===== src/dsitp_pkg.sv =====
// Constants, register indices and field layout for the serial interrupt/timer/port register bank
package dsitp_pkg;
  // Register indices; byte address is four times the index
  localparam logic [29:0] IDX_OUT_SET = 30'h0ffff7fd;
  localparam logic [29:0] IDX_OUT_CLR = 30'h0ffff7ff;
  localparam logic [29:0] IDX_IRQ_STATUS = 30'h0ffff7e0;
  localparam logic [29:0] IDX_IRQ_MASK = 30'h0ffff7e1;
  localparam logic [29:0] IDX_CUR_HIGH = 30'h0ffff7e2;
  localparam logic [29:0] IDX_CUR_LOW = 30'h0ffff7e3;
  localparam logic [29:0] IDX_PRE_HIGH = 30'h0ffff7e4;
  localparam logic [29:0] IDX_PRE_LOW = 30'h0ffff7e5;
  localparam logic [29:0] IDX_VECTOR = 30'h0ffff7e6;
  localparam logic [29:0] IDX_INPUT = 30'h0ffff7e7;
  localparam logic [29:0] IDX_OUT_FUNC = 30'h0ffff7e8;
  localparam logic [29:0] IDX_START = 30'h0ffff7e9;
  localparam logic [29:0] IDX_STOP = 30'h0ffff7ea;
  localparam logic [29:0] IDX_AUX = 30'h0ffff7eb;
  localparam logic [29:0] IDX_MODE_A = 30'h0ffff7ec;
  localparam logic [29:0] IDX_MODE_B = 30'h0ffff7ed;
  // Interrupt status and mask bit positions
  localparam int ST_TX_A = 0;
  localparam int ST_RX_A = 1;
  localparam int ST_BRK_A = 2;
  localparam int ST_DONE = 3;
  localparam int ST_TX_B = 4;
  localparam int ST_RX_B = 5;
  localparam int ST_BRK_B = 6;
  localparam int ST_COS = 7;
  // Mode-one select bit, aux control fields
  localparam int MODE_RF_BIT = 6;
  localparam int AUX_TIMER_BIT = 6;
  localparam int AUX_IEC_MSB = 2;
  // Reset values, read constants and output routing codes
  localparam logic [7:0] VECTOR_RST = 8'h0f;
  localparam logic [7:0] BYTE_ZERO = 8'h00;
  localparam logic [2:0] UNPINNED_ONES = 3'h7;
  localparam logic [1:0] ROUTE_DATA = 2'h0;
  localparam logic [1:0] ROUTE_ALT1 = 2'h1;
  localparam logic [1:0] ROUTE_ALT2 = 2'h2;
endpackage


===== src/dsitp_sync.sv =====
// Two-flop synchroniser for the general input pins
`timescale 1ns/1ps
module dsitp_sync #(
  parameter int W = 3
) (
  // Clock and reset
  input wire logic pclk,
  input wire logic presetn,
  // Data
  input wire logic [W-1:0] async_in,
  output logic [W-1:0] sync_out
);
  logic [W-1:0] meta_q;

  always_ff @(posedge pclk or negedge presetn) begin
    if (!presetn) begin
      meta_q <= '0;
      sync_out <= '0;
    end else begin
      meta_q <= async_in;
      sync_out <= meta_q;
    end
  end
endmodule


===== src/dsitp_regs.sv =====
// Interrupt, counter/timer and parallel port register bank on APB
//
// Register access over APB was decided locally.
`timescale 1ns/1ps
module dsitp_regs (
  // APB slave
  input wire logic pclk,
  input wire logic presetn,
  input wire logic psel,
  input wire logic penable,
  input wire logic pwrite,
  input wire logic [31:0] paddr,
  input wire logic [31:0] pwdata,
  input wire logic [3:0] pstrb,
  output logic [31:0] prdata,
  output logic pready,
  output logic pslverr,
  // Channel status from the receivers and transmitters
  input wire logic chan_a_rx_ready,
  input wire logic chan_a_fifo_full,
  input wire logic chan_a_tx_ready,
  input wire logic chan_a_break_event,
  input wire logic chan_b_rx_ready,
  input wire logic chan_b_fifo_full,
  input wire logic chan_b_tx_ready,
  input wire logic chan_b_break_event,
  // Channel clocks for the output port functions
  input wire logic chan_a_tx16_clock,
  input wire logic chan_a_tx_clock,
  input wire logic chan_a_rx_clock,
  input wire logic chan_b_tx_clock,
  input wire logic chan_b_rx_clock,
  // Counter/timer
  input wire logic [15:0] counter_value,
  input wire logic counter_output,
  input wire logic count_done_event,
  output logic [15:0] counter_preload,
  output logic counter_start,
  output logic counter_stop,
  output logic timer_mode,
  // Pins
  input wire logic [2:0] input_pins,
  output logic [3:0] output_pins,
  // Interrupt
  output logic irq,
  output logic [7:0] irq_vector
);
  ////////////////////////////////////////////////////////////////////////////
  // Bus decode
  logic [29:0] idx;
  logic setup_ph;
  logic acc_ph;
  logic wr_en;
  logic rd_en;
  logic lane0;
  logic [7:0] wbyte;
  logic hit_any;
  assign idx = paddr[31:2];
  assign setup_ph = psel & ~penable;
  assign acc_ph = psel & penable & pready;
  assign lane0 = pstrb[0];
  assign wbyte = pwdata[7:0];
  assign wr_en = acc_ph & pwrite & lane0;
  assign rd_en = acc_ph & ~pwrite;

  logic hit_set, hit_clr, hit_st, hit_mask, hit_ch, hit_cl, hit_ph, hit_pl;
  logic hit_vec, hit_in, hit_func, hit_start, hit_stop, hit_aux, hit_ma, hit_mb;
  assign hit_set = (idx == dsitp_pkg::IDX_OUT_SET);
  assign hit_clr = (idx == dsitp_pkg::IDX_OUT_CLR);
  assign hit_st = (idx == dsitp_pkg::IDX_IRQ_STATUS);
  assign hit_mask = (idx == dsitp_pkg::IDX_IRQ_MASK);
  assign hit_ch = (idx == dsitp_pkg::IDX_CUR_HIGH);
  assign hit_cl = (idx == dsitp_pkg::IDX_CUR_LOW);
  assign hit_ph = (idx == dsitp_pkg::IDX_PRE_HIGH);
  assign hit_pl = (idx == dsitp_pkg::IDX_PRE_LOW);
  assign hit_vec = (idx == dsitp_pkg::IDX_VECTOR);
  assign hit_in = (idx == dsitp_pkg::IDX_INPUT);
  assign hit_func = (idx == dsitp_pkg::IDX_OUT_FUNC);
  assign hit_start = (idx == dsitp_pkg::IDX_START);
  assign hit_stop = (idx == dsitp_pkg::IDX_STOP);
  assign hit_aux = (idx == dsitp_pkg::IDX_AUX);
  assign hit_ma = (idx == dsitp_pkg::IDX_MODE_A);
  assign hit_mb = (idx == dsitp_pkg::IDX_MODE_B);
  assign hit_any = hit_set | hit_clr | hit_st | hit_mask | hit_ch | hit_cl | hit_ph
                 | hit_pl | hit_vec | hit_in | hit_func | hit_start | hit_stop
                 | hit_aux | hit_ma | hit_mb;

  ////////////////////////////////////////////////////////////////////////////
  // Control registers
  logic [7:0] mask_q, vec_q, func_q, aux_q, mode_a_q, mode_b_q, pre_hi_q, pre_lo_q;
  logic [7:0] opd_q;

  always_ff @(posedge pclk or negedge presetn) begin
    if (!presetn) begin
      mask_q <= dsitp_pkg::BYTE_ZERO;
      vec_q <= dsitp_pkg::VECTOR_RST;
      func_q <= dsitp_pkg::BYTE_ZERO;
      aux_q <= dsitp_pkg::BYTE_ZERO;
      mode_a_q <= dsitp_pkg::BYTE_ZERO;
      mode_b_q <= dsitp_pkg::BYTE_ZERO;
      pre_hi_q <= dsitp_pkg::BYTE_ZERO;
      pre_lo_q <= dsitp_pkg::BYTE_ZERO;
    end else if (wr_en) begin
      if (hit_mask) mask_q <= wbyte;
      if (hit_vec) vec_q <= wbyte;
      if (hit_func) func_q <= wbyte;
      if (hit_aux) aux_q <= wbyte;
      if (hit_ma) mode_a_q <= wbyte;
      if (hit_mb) mode_b_q <= wbyte;
      if (hit_ph) pre_hi_q <= wbyte;
      if (hit_pl) pre_lo_q <= wbyte;
    end
  end

  // Output port data: set and reset commands touch only the one bits
  logic [7:0] opd_d;
  assign opd_d = (wr_en & hit_set) ? (opd_q | wbyte) :
                 (wr_en & hit_clr) ? (opd_q & ~wbyte) :
                 opd_q;
  always_ff @(posedge pclk or negedge presetn) begin
    if (!presetn) opd_q <= dsitp_pkg::BYTE_ZERO;
    else opd_q <= opd_d;
  end

  ////////////////////////////////////////////////////////////////////////////
  // Input pins and change detection
  logic [2:0] pins_s;
  logic [2:0] pins_prev_q;
  logic [2:0] pin_change;
  logic cos_event;
  dsitp_sync #(.W(3)) u_sync (
    .pclk(pclk),
    .presetn(presetn),
    .async_in(input_pins),
    .sync_out(pins_s)
  );
  always_ff @(posedge pclk or negedge presetn) begin
    if (!presetn) pins_prev_q <= '0;
    else pins_prev_q <= pins_s;
  end
  assign pin_change = pins_s ^ pins_prev_q;
  assign cos_event = |(pin_change & aux_q[dsitp_pkg::AUX_IEC_MSB:0]);

  ////////////////////////////////////////////////////////////////////////////
  // Interrupt status: change, break and done flags sticky, set wins over a clear in the same cycle
  logic cos_q, brk_a_q, brk_b_q, done_q;
  logic st_clr_wr;
  logic stop_rd, start_rd;
  logic [7:0] status_w;
  assign st_clr_wr = wr_en & hit_st;
  assign stop_rd = rd_en & hit_stop;
  assign start_rd = rd_en & hit_start;

  always_ff @(posedge pclk or negedge presetn) begin
    if (!presetn) begin
      cos_q <= 1'b0;
      brk_a_q <= 1'b0;
      brk_b_q <= 1'b0;
      done_q <= 1'b0;
    end else begin
      cos_q <= cos_event | (cos_q & ~(st_clr_wr & wbyte[dsitp_pkg::ST_COS]));
      brk_a_q <= chan_a_break_event
               | (brk_a_q & ~(st_clr_wr & wbyte[dsitp_pkg::ST_BRK_A]));
      brk_b_q <= chan_b_break_event
               | (brk_b_q & ~(st_clr_wr & wbyte[dsitp_pkg::ST_BRK_B]));
      done_q <= count_done_event | (done_q & ~stop_rd);
    end
  end

  // Receiver flag choice follows mode-one bit 6 of each channel
  logic rx_a_flag, rx_b_flag;
  assign rx_a_flag = mode_a_q[dsitp_pkg::MODE_RF_BIT] ? chan_a_fifo_full : chan_a_rx_ready;
  assign rx_b_flag = mode_b_q[dsitp_pkg::MODE_RF_BIT] ? chan_b_fifo_full : chan_b_rx_ready;

  assign status_w = {cos_q, brk_b_q, rx_b_flag, chan_b_tx_ready,
                     done_q, brk_a_q, rx_a_flag, chan_a_tx_ready};

  // Level output, registered so it stays glitch free at the pin
  logic irq_d;
  assign irq_d = |(status_w & mask_q);
  always_ff @(posedge pclk or negedge presetn) begin
    if (!presetn) irq <= 1'b0;
    else irq <= irq_d;
  end

  ////////////////////////////////////////////////////////////////////////////
  // Counter/timer commands
  logic counter_mode;
  logic ctr_out_hold_q;
  assign counter_mode = ~aux_q[dsitp_pkg::AUX_TIMER_BIT];
  always_ff @(posedge pclk or negedge presetn) begin
    if (!presetn) begin
      counter_start <= 1'b0;
      counter_stop <= 1'b0;
      counter_preload <= 16'h0000;
      timer_mode <= 1'b0;
      ctr_out_hold_q <= 1'b0;
    end else begin
      counter_start <= start_rd;
      counter_stop <= stop_rd;
      counter_preload <= {pre_hi_q, pre_lo_q};
      timer_mode <= ~counter_mode;
      if (stop_rd & counter_mode) ctr_out_hold_q <= 1'b1;
      else if (start_rd) ctr_out_hold_q <= 1'b0;
    end
  end

  ////////////////////////////////////////////////////////////////////////////
  // Output port routing
  logic ctr_out_eff;
  logic src3, src2;
  logic [3:0] pin_src;
  assign ctr_out_eff = counter_output & ~ctr_out_hold_q;
  assign src3 = (func_q[3:2] == dsitp_pkg::ROUTE_DATA) ? opd_q[3] :
                (func_q[3:2] == dsitp_pkg::ROUTE_ALT1) ? ctr_out_eff :
                (func_q[3:2] == dsitp_pkg::ROUTE_ALT2) ? chan_b_tx_clock :
                chan_b_rx_clock;
  assign src2 = (func_q[1:0] == dsitp_pkg::ROUTE_DATA) ? opd_q[2] :
                (func_q[1:0] == dsitp_pkg::ROUTE_ALT1) ? chan_a_tx16_clock :
                (func_q[1:0] == dsitp_pkg::ROUTE_ALT2) ? chan_a_tx_clock :
                chan_a_rx_clock;
  assign pin_src = {src3, src2, opd_q[1:0]};
  always_ff @(posedge pclk or negedge presetn) begin
    if (!presetn) output_pins <= 4'hf;
    else output_pins <= ~pin_src;
  end

  ////////////////////////////////////////////////////////////////////////////
  // Read mux, captured in the setup phase so the access phase ends at once
  logic [7:0] rd_byte;
  logic [7:0] in_byte;
  assign in_byte = {2'h0, dsitp_pkg::UNPINNED_ONES, pins_s};
  assign rd_byte = hit_st ? status_w :
                   hit_mask ? mask_q :
                   hit_ch ? counter_value[15:8] :
                   hit_cl ? counter_value[7:0] :
                   hit_vec ? vec_q :
                   hit_in ? in_byte :
                   hit_aux ? aux_q :
                   hit_ma ? mode_a_q :
                   hit_mb ? mode_b_q :
                   dsitp_pkg::BYTE_ZERO;

  always_ff @(posedge pclk or negedge presetn) begin
    if (!presetn) begin
      prdata <= 32'h00000000;
      pready <= 1'b0;
      pslverr <= 1'b0;
    end else begin
      pready <= setup_ph;
      if (setup_ph) begin
        prdata <= {24'h000000, rd_byte};
        pslverr <= ~hit_any;
      end else begin
        pslverr <= 1'b0;
      end
    end
  end

  assign irq_vector = vec_q;
endmodule


===== config.mk =====
export PLATFORM = sky130hd
export DESIGN_NAME = dsitp_regs
export DESIGN_NICKNAME = d
export VERILOG_FILES = /design/src/dsitp_pkg.sv /design/src/dsitp_sync.sv /design/src/dsitp_regs.sv
export SDC_FILE = /design/constraint.sdc
export NUM_CORES = 1
export LEC_CHECK = 0
export ABC_AREA = 1
export BUFFER_PORTS_ARGS = -buffer_cell sky130_fd_sc_hd__buf_2
export CORE_ASPECT_RATIO = 0.5
export CORE_MARGIN = 4
export CORE_UTILIZATION = 35
export DETAILED_ROUTE_END_ITERATION = 6
export PLACE_DENSITY = 0.6
export SYNTH_ARGS = -nofsm -noshare
export SYNTH_HDL_FRONTEND = slang
export SYNTH_SLANG_ARGS = --single-unit
export TNS_END_PERCENT = 20

===== constraint.sdc =====
create_clock -name pclk -period 4.36 [get_ports pclk]
set_clock_uncertainty 0.1 [all_clocks]
set_input_delay 0.436 -clock pclk [delete_from_list [all_inputs] [get_ports pclk]]
set_output_delay 0.436 -clock pclk [all_outputs]
set_load 0.01 [all_outputs]

; ---- After elaboration in Yosys (flattened, before gate mapping)
; Index checks and enable logic that the tools add are counted.
[op_classes]
eq_ne = 20
mux = 22
bitwise = 55
reduce_logical = 14
[ops]
columns = cell, n
row1 = $eq A30 B28 Y1 const B, 16
row2 = $mux W8, 11
row3 = $and A1 B1 Y1, 20
row4 = $or A1 B1 Y1, 19
row5 = $and A8 B8 Y8, 2
row6 = $reduce_and A2 Y1, 8
row7 = $mux W1, 11
row8 = $not A1 Y1, 9
row9 = $not A8 Y8, 1
row10 = $or A8 B8 Y8, 1
row11 = $reduce_or A8 Y1, 1
row12 = $eq A2 B1 Y1 const B, 2
row13 = $eq A2 B2 Y1 const B, 2
row14 = $logic_not A2 Y1, 2
row15 = $not A4 Y4, 1
row16 = $reduce_bool A2 Y1, 2
row17 = $and A3 B3 Y3, 1
row18 = $reduce_or A3 Y1, 1
row19 = $xor A3 B3 Y3, 1
[totals]
regBits = 116
inputBits = 107
output_inout_bits = 66
elab_cells = 137

; ---- Longest topological paths before layout
[logic_depth]
depth_word = 18
mapped_depth = 16
ltp_nobuf = 14

; ---- Cells and area by module
; A second synthesis with hierarchy kept.
[unflattened]
cells_unflattened = 650
area_unflattened_um2 = 5614.1
[by_module_without_submodules]
columns = mod, instances, cells_per_inst, area_each_um2, seq_area_each_um2
row1 = dsitp_regs, 1, 644, 5464.0, 2662.6
row2 = dsitp_sync, 1, 6, 150.1, 150.1

; ---- Least setup slack after synthesis
; Ideal clock, no wire load.
[synth_path]
path_type = in2reg
start = in paddr[9]
end = reg vec_q[6] (netlist: irq_vector[6])
setup_ns = 0.123
arrival_time_ns = 1.512
t_required_ns = 4.137
setup_slack_ns = 2.625
cell_stages = 10
path_buffers = 2
path_cell_list = nand2_1 nor2_2 nand3_1 nor2_1 and2_1 buf_4 nand2_2 buf_6 nand2_1 o21ai_2
[synth_between]
elab_chain_len = 2
[synth_rtl]
columns = element, line_no
row1 = start: declaration, dsitp_regs.sv:12  ; input wire logic [31:0] paddr,
row2 = $eq A30 B28 Y1, dsitp_regs.sv:76  ; assign hit_vec = (idx == dsitp_pkg::IDX_VECTOR);
row3 = $reduce_and A2 Y1 (no source line), --
row4 = end signal: assignment, dsitp_regs.sv:96  ; vec_q <= dsitp_pkg::VECTOR_RST;
row5 = end signal: assignment, dsitp_regs.sv:105  ; if (hit_vec) vec_q <= wbyte;
row6 = end: declaration, dsitp_regs.sv:90  ; logic [7:0] mask_q, vec_q, func_q, aux_q, mode_a_q, mode_b_q, pre_hi_q, pre_lo_q;
; No other way between the ends.
; A chain may end at the register's enable or synchronous reset.

; ---- Worst setup path in the final report
[layout_path]
start = in paddr[6]
end = reg mode_a_q[3]
[layout_between]
elab_chain_len = 2
[layout_rtl]
columns = element, line_no
row1 = $eq A30 B28 Y1, dsitp_regs.sv:82  ; assign hit_ma = (idx == dsitp_pkg::IDX_MODE_A);
row2 = $reduce_and A2 Y1 (no source line), --
row3 = end signal: assignment, dsitp_regs.sv:99  ; mode_a_q <= dsitp_pkg::BYTE_ZERO;
row4 = end signal: assignment, dsitp_regs.sv:108  ; if (hit_ma) mode_a_q <= wbyte;
row5 = end: declaration, dsitp_regs.sv:90
; No other way between the ends.

==> flow_summary.ini <==
[route]
routed_wl_mm = 14.6
post_drt_wl_per_cell_microns = 15.2
drc_errors = 0
vias_per_cell = 4.74
final_antenna_net_count = 0
dr.pass1.iters = 5
first_iter_violations = 239
vias = 4556

[floorplan]
pin_count = 173
initial_core_util_pct = 36.6
die_h_microns = 96.0
fp.dieArea_sq_um = 17700
fp.dieW_microns = 184
core-area_sq_um = 14800
row_count = 31

[sta]
tns_ns = 0
timing.fmax_ghz = 0.423
final_max_slew_viol_count = 0
min_period_over_period_pct = 54.2
finalSetupViolations = 0
hold_viol_final = 0
whs_ns = 0.0313
post-route-min-period_ns = 2.36
slew_headroom_pct = 42.0
tightest_slew_ns = 0.868
rsz0062_at_grt = false

[setup_path]
cp_cell_sequence = buf_2 > inv_1 > nand2_1 > nor2_2 > nand2_1 > nor2_2 > nand3_1 > o21ai_0
r2r_slack_ns = 2.59
cp_num_buf_inv = 2
worstPathArrival_ns = 2.52
max_stage_delay_ns = 0.53
crit_required_ns = 4.52
cp_max_fo = 16
crit_path_start_kind = input port
end_kind = flip-flop
reg2reg_from = pready
worstSetupPathType = input port to flip-flop
cp_top_family = simple AND/OR/NAND/NOR gates
rr_endpoint = mode_a_q[3]
slowest_stage = nand3_1
r2r_cells = 5

[grt]
gr-total-overflow = 0
grt_pass1_wl_mm = 23.1
grt_usage_pct = 16.9
grt_max_degree = 57
grt_antenna_before_repair = 0
grt_pass1_vias = 4336

[layout]
layout.nets = 866
layout_common_cells = 179 x nand2_1, 118 x buf_2, 104 x dfrtp_1, 68 x nor2_1, 53 x inv_1
design_area_sq_um = 6360
nFillCells = 1528
multi_input_area_sq_um = 2160
syn_to_final_growth_pct = 17.4
layout_commonest_cell = nand2_1
seqCellArea_sq_um = 2810
drive_gt1_share_pct = 25.3
antennaDiodeCount = 0
fin_cells = 962

[yosys]
avgSynthCellArea_sq_um = 8.42
yosysSeqAreaShare_pct = 51.9
synthCells = 643
synth.distinct_cells = 38
synth_ff_type = dfrtp_1
syn_area_sq_um = 5420
ys_async_sr_fraction_pct = 100
synth_edf_count = 0
ys_seq_elements = 112
yosysWarningCount = 0

[cts]
clkLatencyLatePin_ns = 0.35
cts_buffer_depth = 2
post_cts_buffers = 0
htreeDepth = 3
clkSinkCount = 112
cts-root-buf = clkbuf_16
cts.repair.resized = 0
cts_buffers = 9
cts_tree = done
clk_pin_slew_ns = 0.08
cts_hold_buffers = 0

[hold_path]
hold_class = input port to async pin

[placement]
place_area_sq_um = 6070
hpwl_mm = 10.9
dp_cells = 946
gp_congestion = 0.914
port_buffers = 119

[job]
drv_cap = 0

[pwr]
cellLeakagePower_nw = 3.16
power_density_nw_per_um2 = 310
ir_drop_v = 0.000144

[status]
status = completed
-- worst register-to-register path: stages (launching register included) --
cell	delay, ns
dfrtp_1	0.35
nand3_1	0.08
nor2_1	0.10
buf_4	0.24
nand3_1	0.44
o21ai_0	0.35
-- layout make-up --
cell class	count	area share [%]
inverter	62	3.70
timing repair buffer	122	9.76
tap	198	3.89
multi-input combinational	452	33.9
sequential	112	44.2
clock inverter	7	1.00
clock buffer	9	3.54
-- through the flow --
stage	utilization [%]	setup slack [ns]	power [mW]
6_report	42.9	2.00	1.97
5_1_grt	42.9	1.71	2.05
4_1_cts	42.9	2.02	2.00
3_5_place_dp	41.0	1.66	1.19
3_3_place_gp	41.0	1.74	1.19
2_1_floorplan	-	2.62	1.13
-- cells by family (layout without fill, tap and decap cells) --
| logic type | count (synthesis) | after routing | share of synthesized area [%] |
|---|---|---|---|
| other cells | 1 | 24 | 0.0692 |
| compound gates | 93 | 93 | 10.4 |
| mux | 2 | 2 | 0.416 |
| buf+inv | 102 | 200 | 9.86 |
| flops | 112 | 112 | 51.9 |
| simple gates | 333 | 333 | 27.3 |
-- worst max-delay path by stage --
stage	start	to	slack (ns)	depth (start not counted)
floorplan	paddr[9]	irq_vector[6]	2.62	10
global placement	paddr[6]	mode_a_q[1]	1.74	8
detailed placement	paddr[6]	mode_a_q[0]	1.66	8
CTS	paddr[6]	mode_a_q[0]	2.02	8
global route	paddr[6]	mode_a_q[0]	1.71	8
finish	paddr[6]	mode_a_q[3]	2.00	8
-- metal layers --
layer | routed length, microns | vias to the layer above | track usage [%]
li1 | - | 2267 | -
met1 | 6900 | 2131 | 23.8
met2 | 6510 | 143 | 26.9
met3 | 1040 | 15 | 3.74
met4 | 136 | 0 | 3.75
met5 | 0 | - | 0
-- power by group --
group          internal [mW]  total (mW)  switching [mW]
Sequential              1.04        1.05         0.00367
Clock                  0.398       0.804           0.406
Combinational         0.0359       0.119          0.0829
-- state kept, by name, indices dropped and copies added, names as in the netlist, 3 cells and up, named ones only --
signal and cells:
irq_vector 8, counter_preload 16, mask_q 8, pre_hi_q 8, prdata 8, pre_lo_q 8, mode_b_q 8, func_q 4
output_pins 4, aux_q 8, mode_a_q 8, pins_prev_q 3, u_sync.meta_q 3, u_sync.sync_out 3
-- Yosys cell counts, types with 2 or more instances --
cell type	n	area, sq um
nand2_1	179	672
dfrtp_1	104	2600
nor2_1	68	255
inv_1	53	199
nand3_1	38	190
o21ai_0	33	165
o21ai_1	28	140
buf_4	26	195
nand4_1	20	125
o21ai_2	16	140
dfstp_2	8	210
inv_2	7	26.3
buf_6	6	67.6
buf_2	5	25.0
nor2_4	5	56.3
a21o_1	4	30.0
a21oi_1	4	20.0
nor3_1	4	20.0
nor3_2	4	40.0
clkbuf_1	3	11.3
nand2_2	3	18.8
nand4_2	3	37.5
nor2_2	3	18.8
a221oi_1	2	17.5
and2_1	2	12.5
mux2_2	2	22.5
nand3_2	2	20.0
Power figures use the tool's default switching activity.
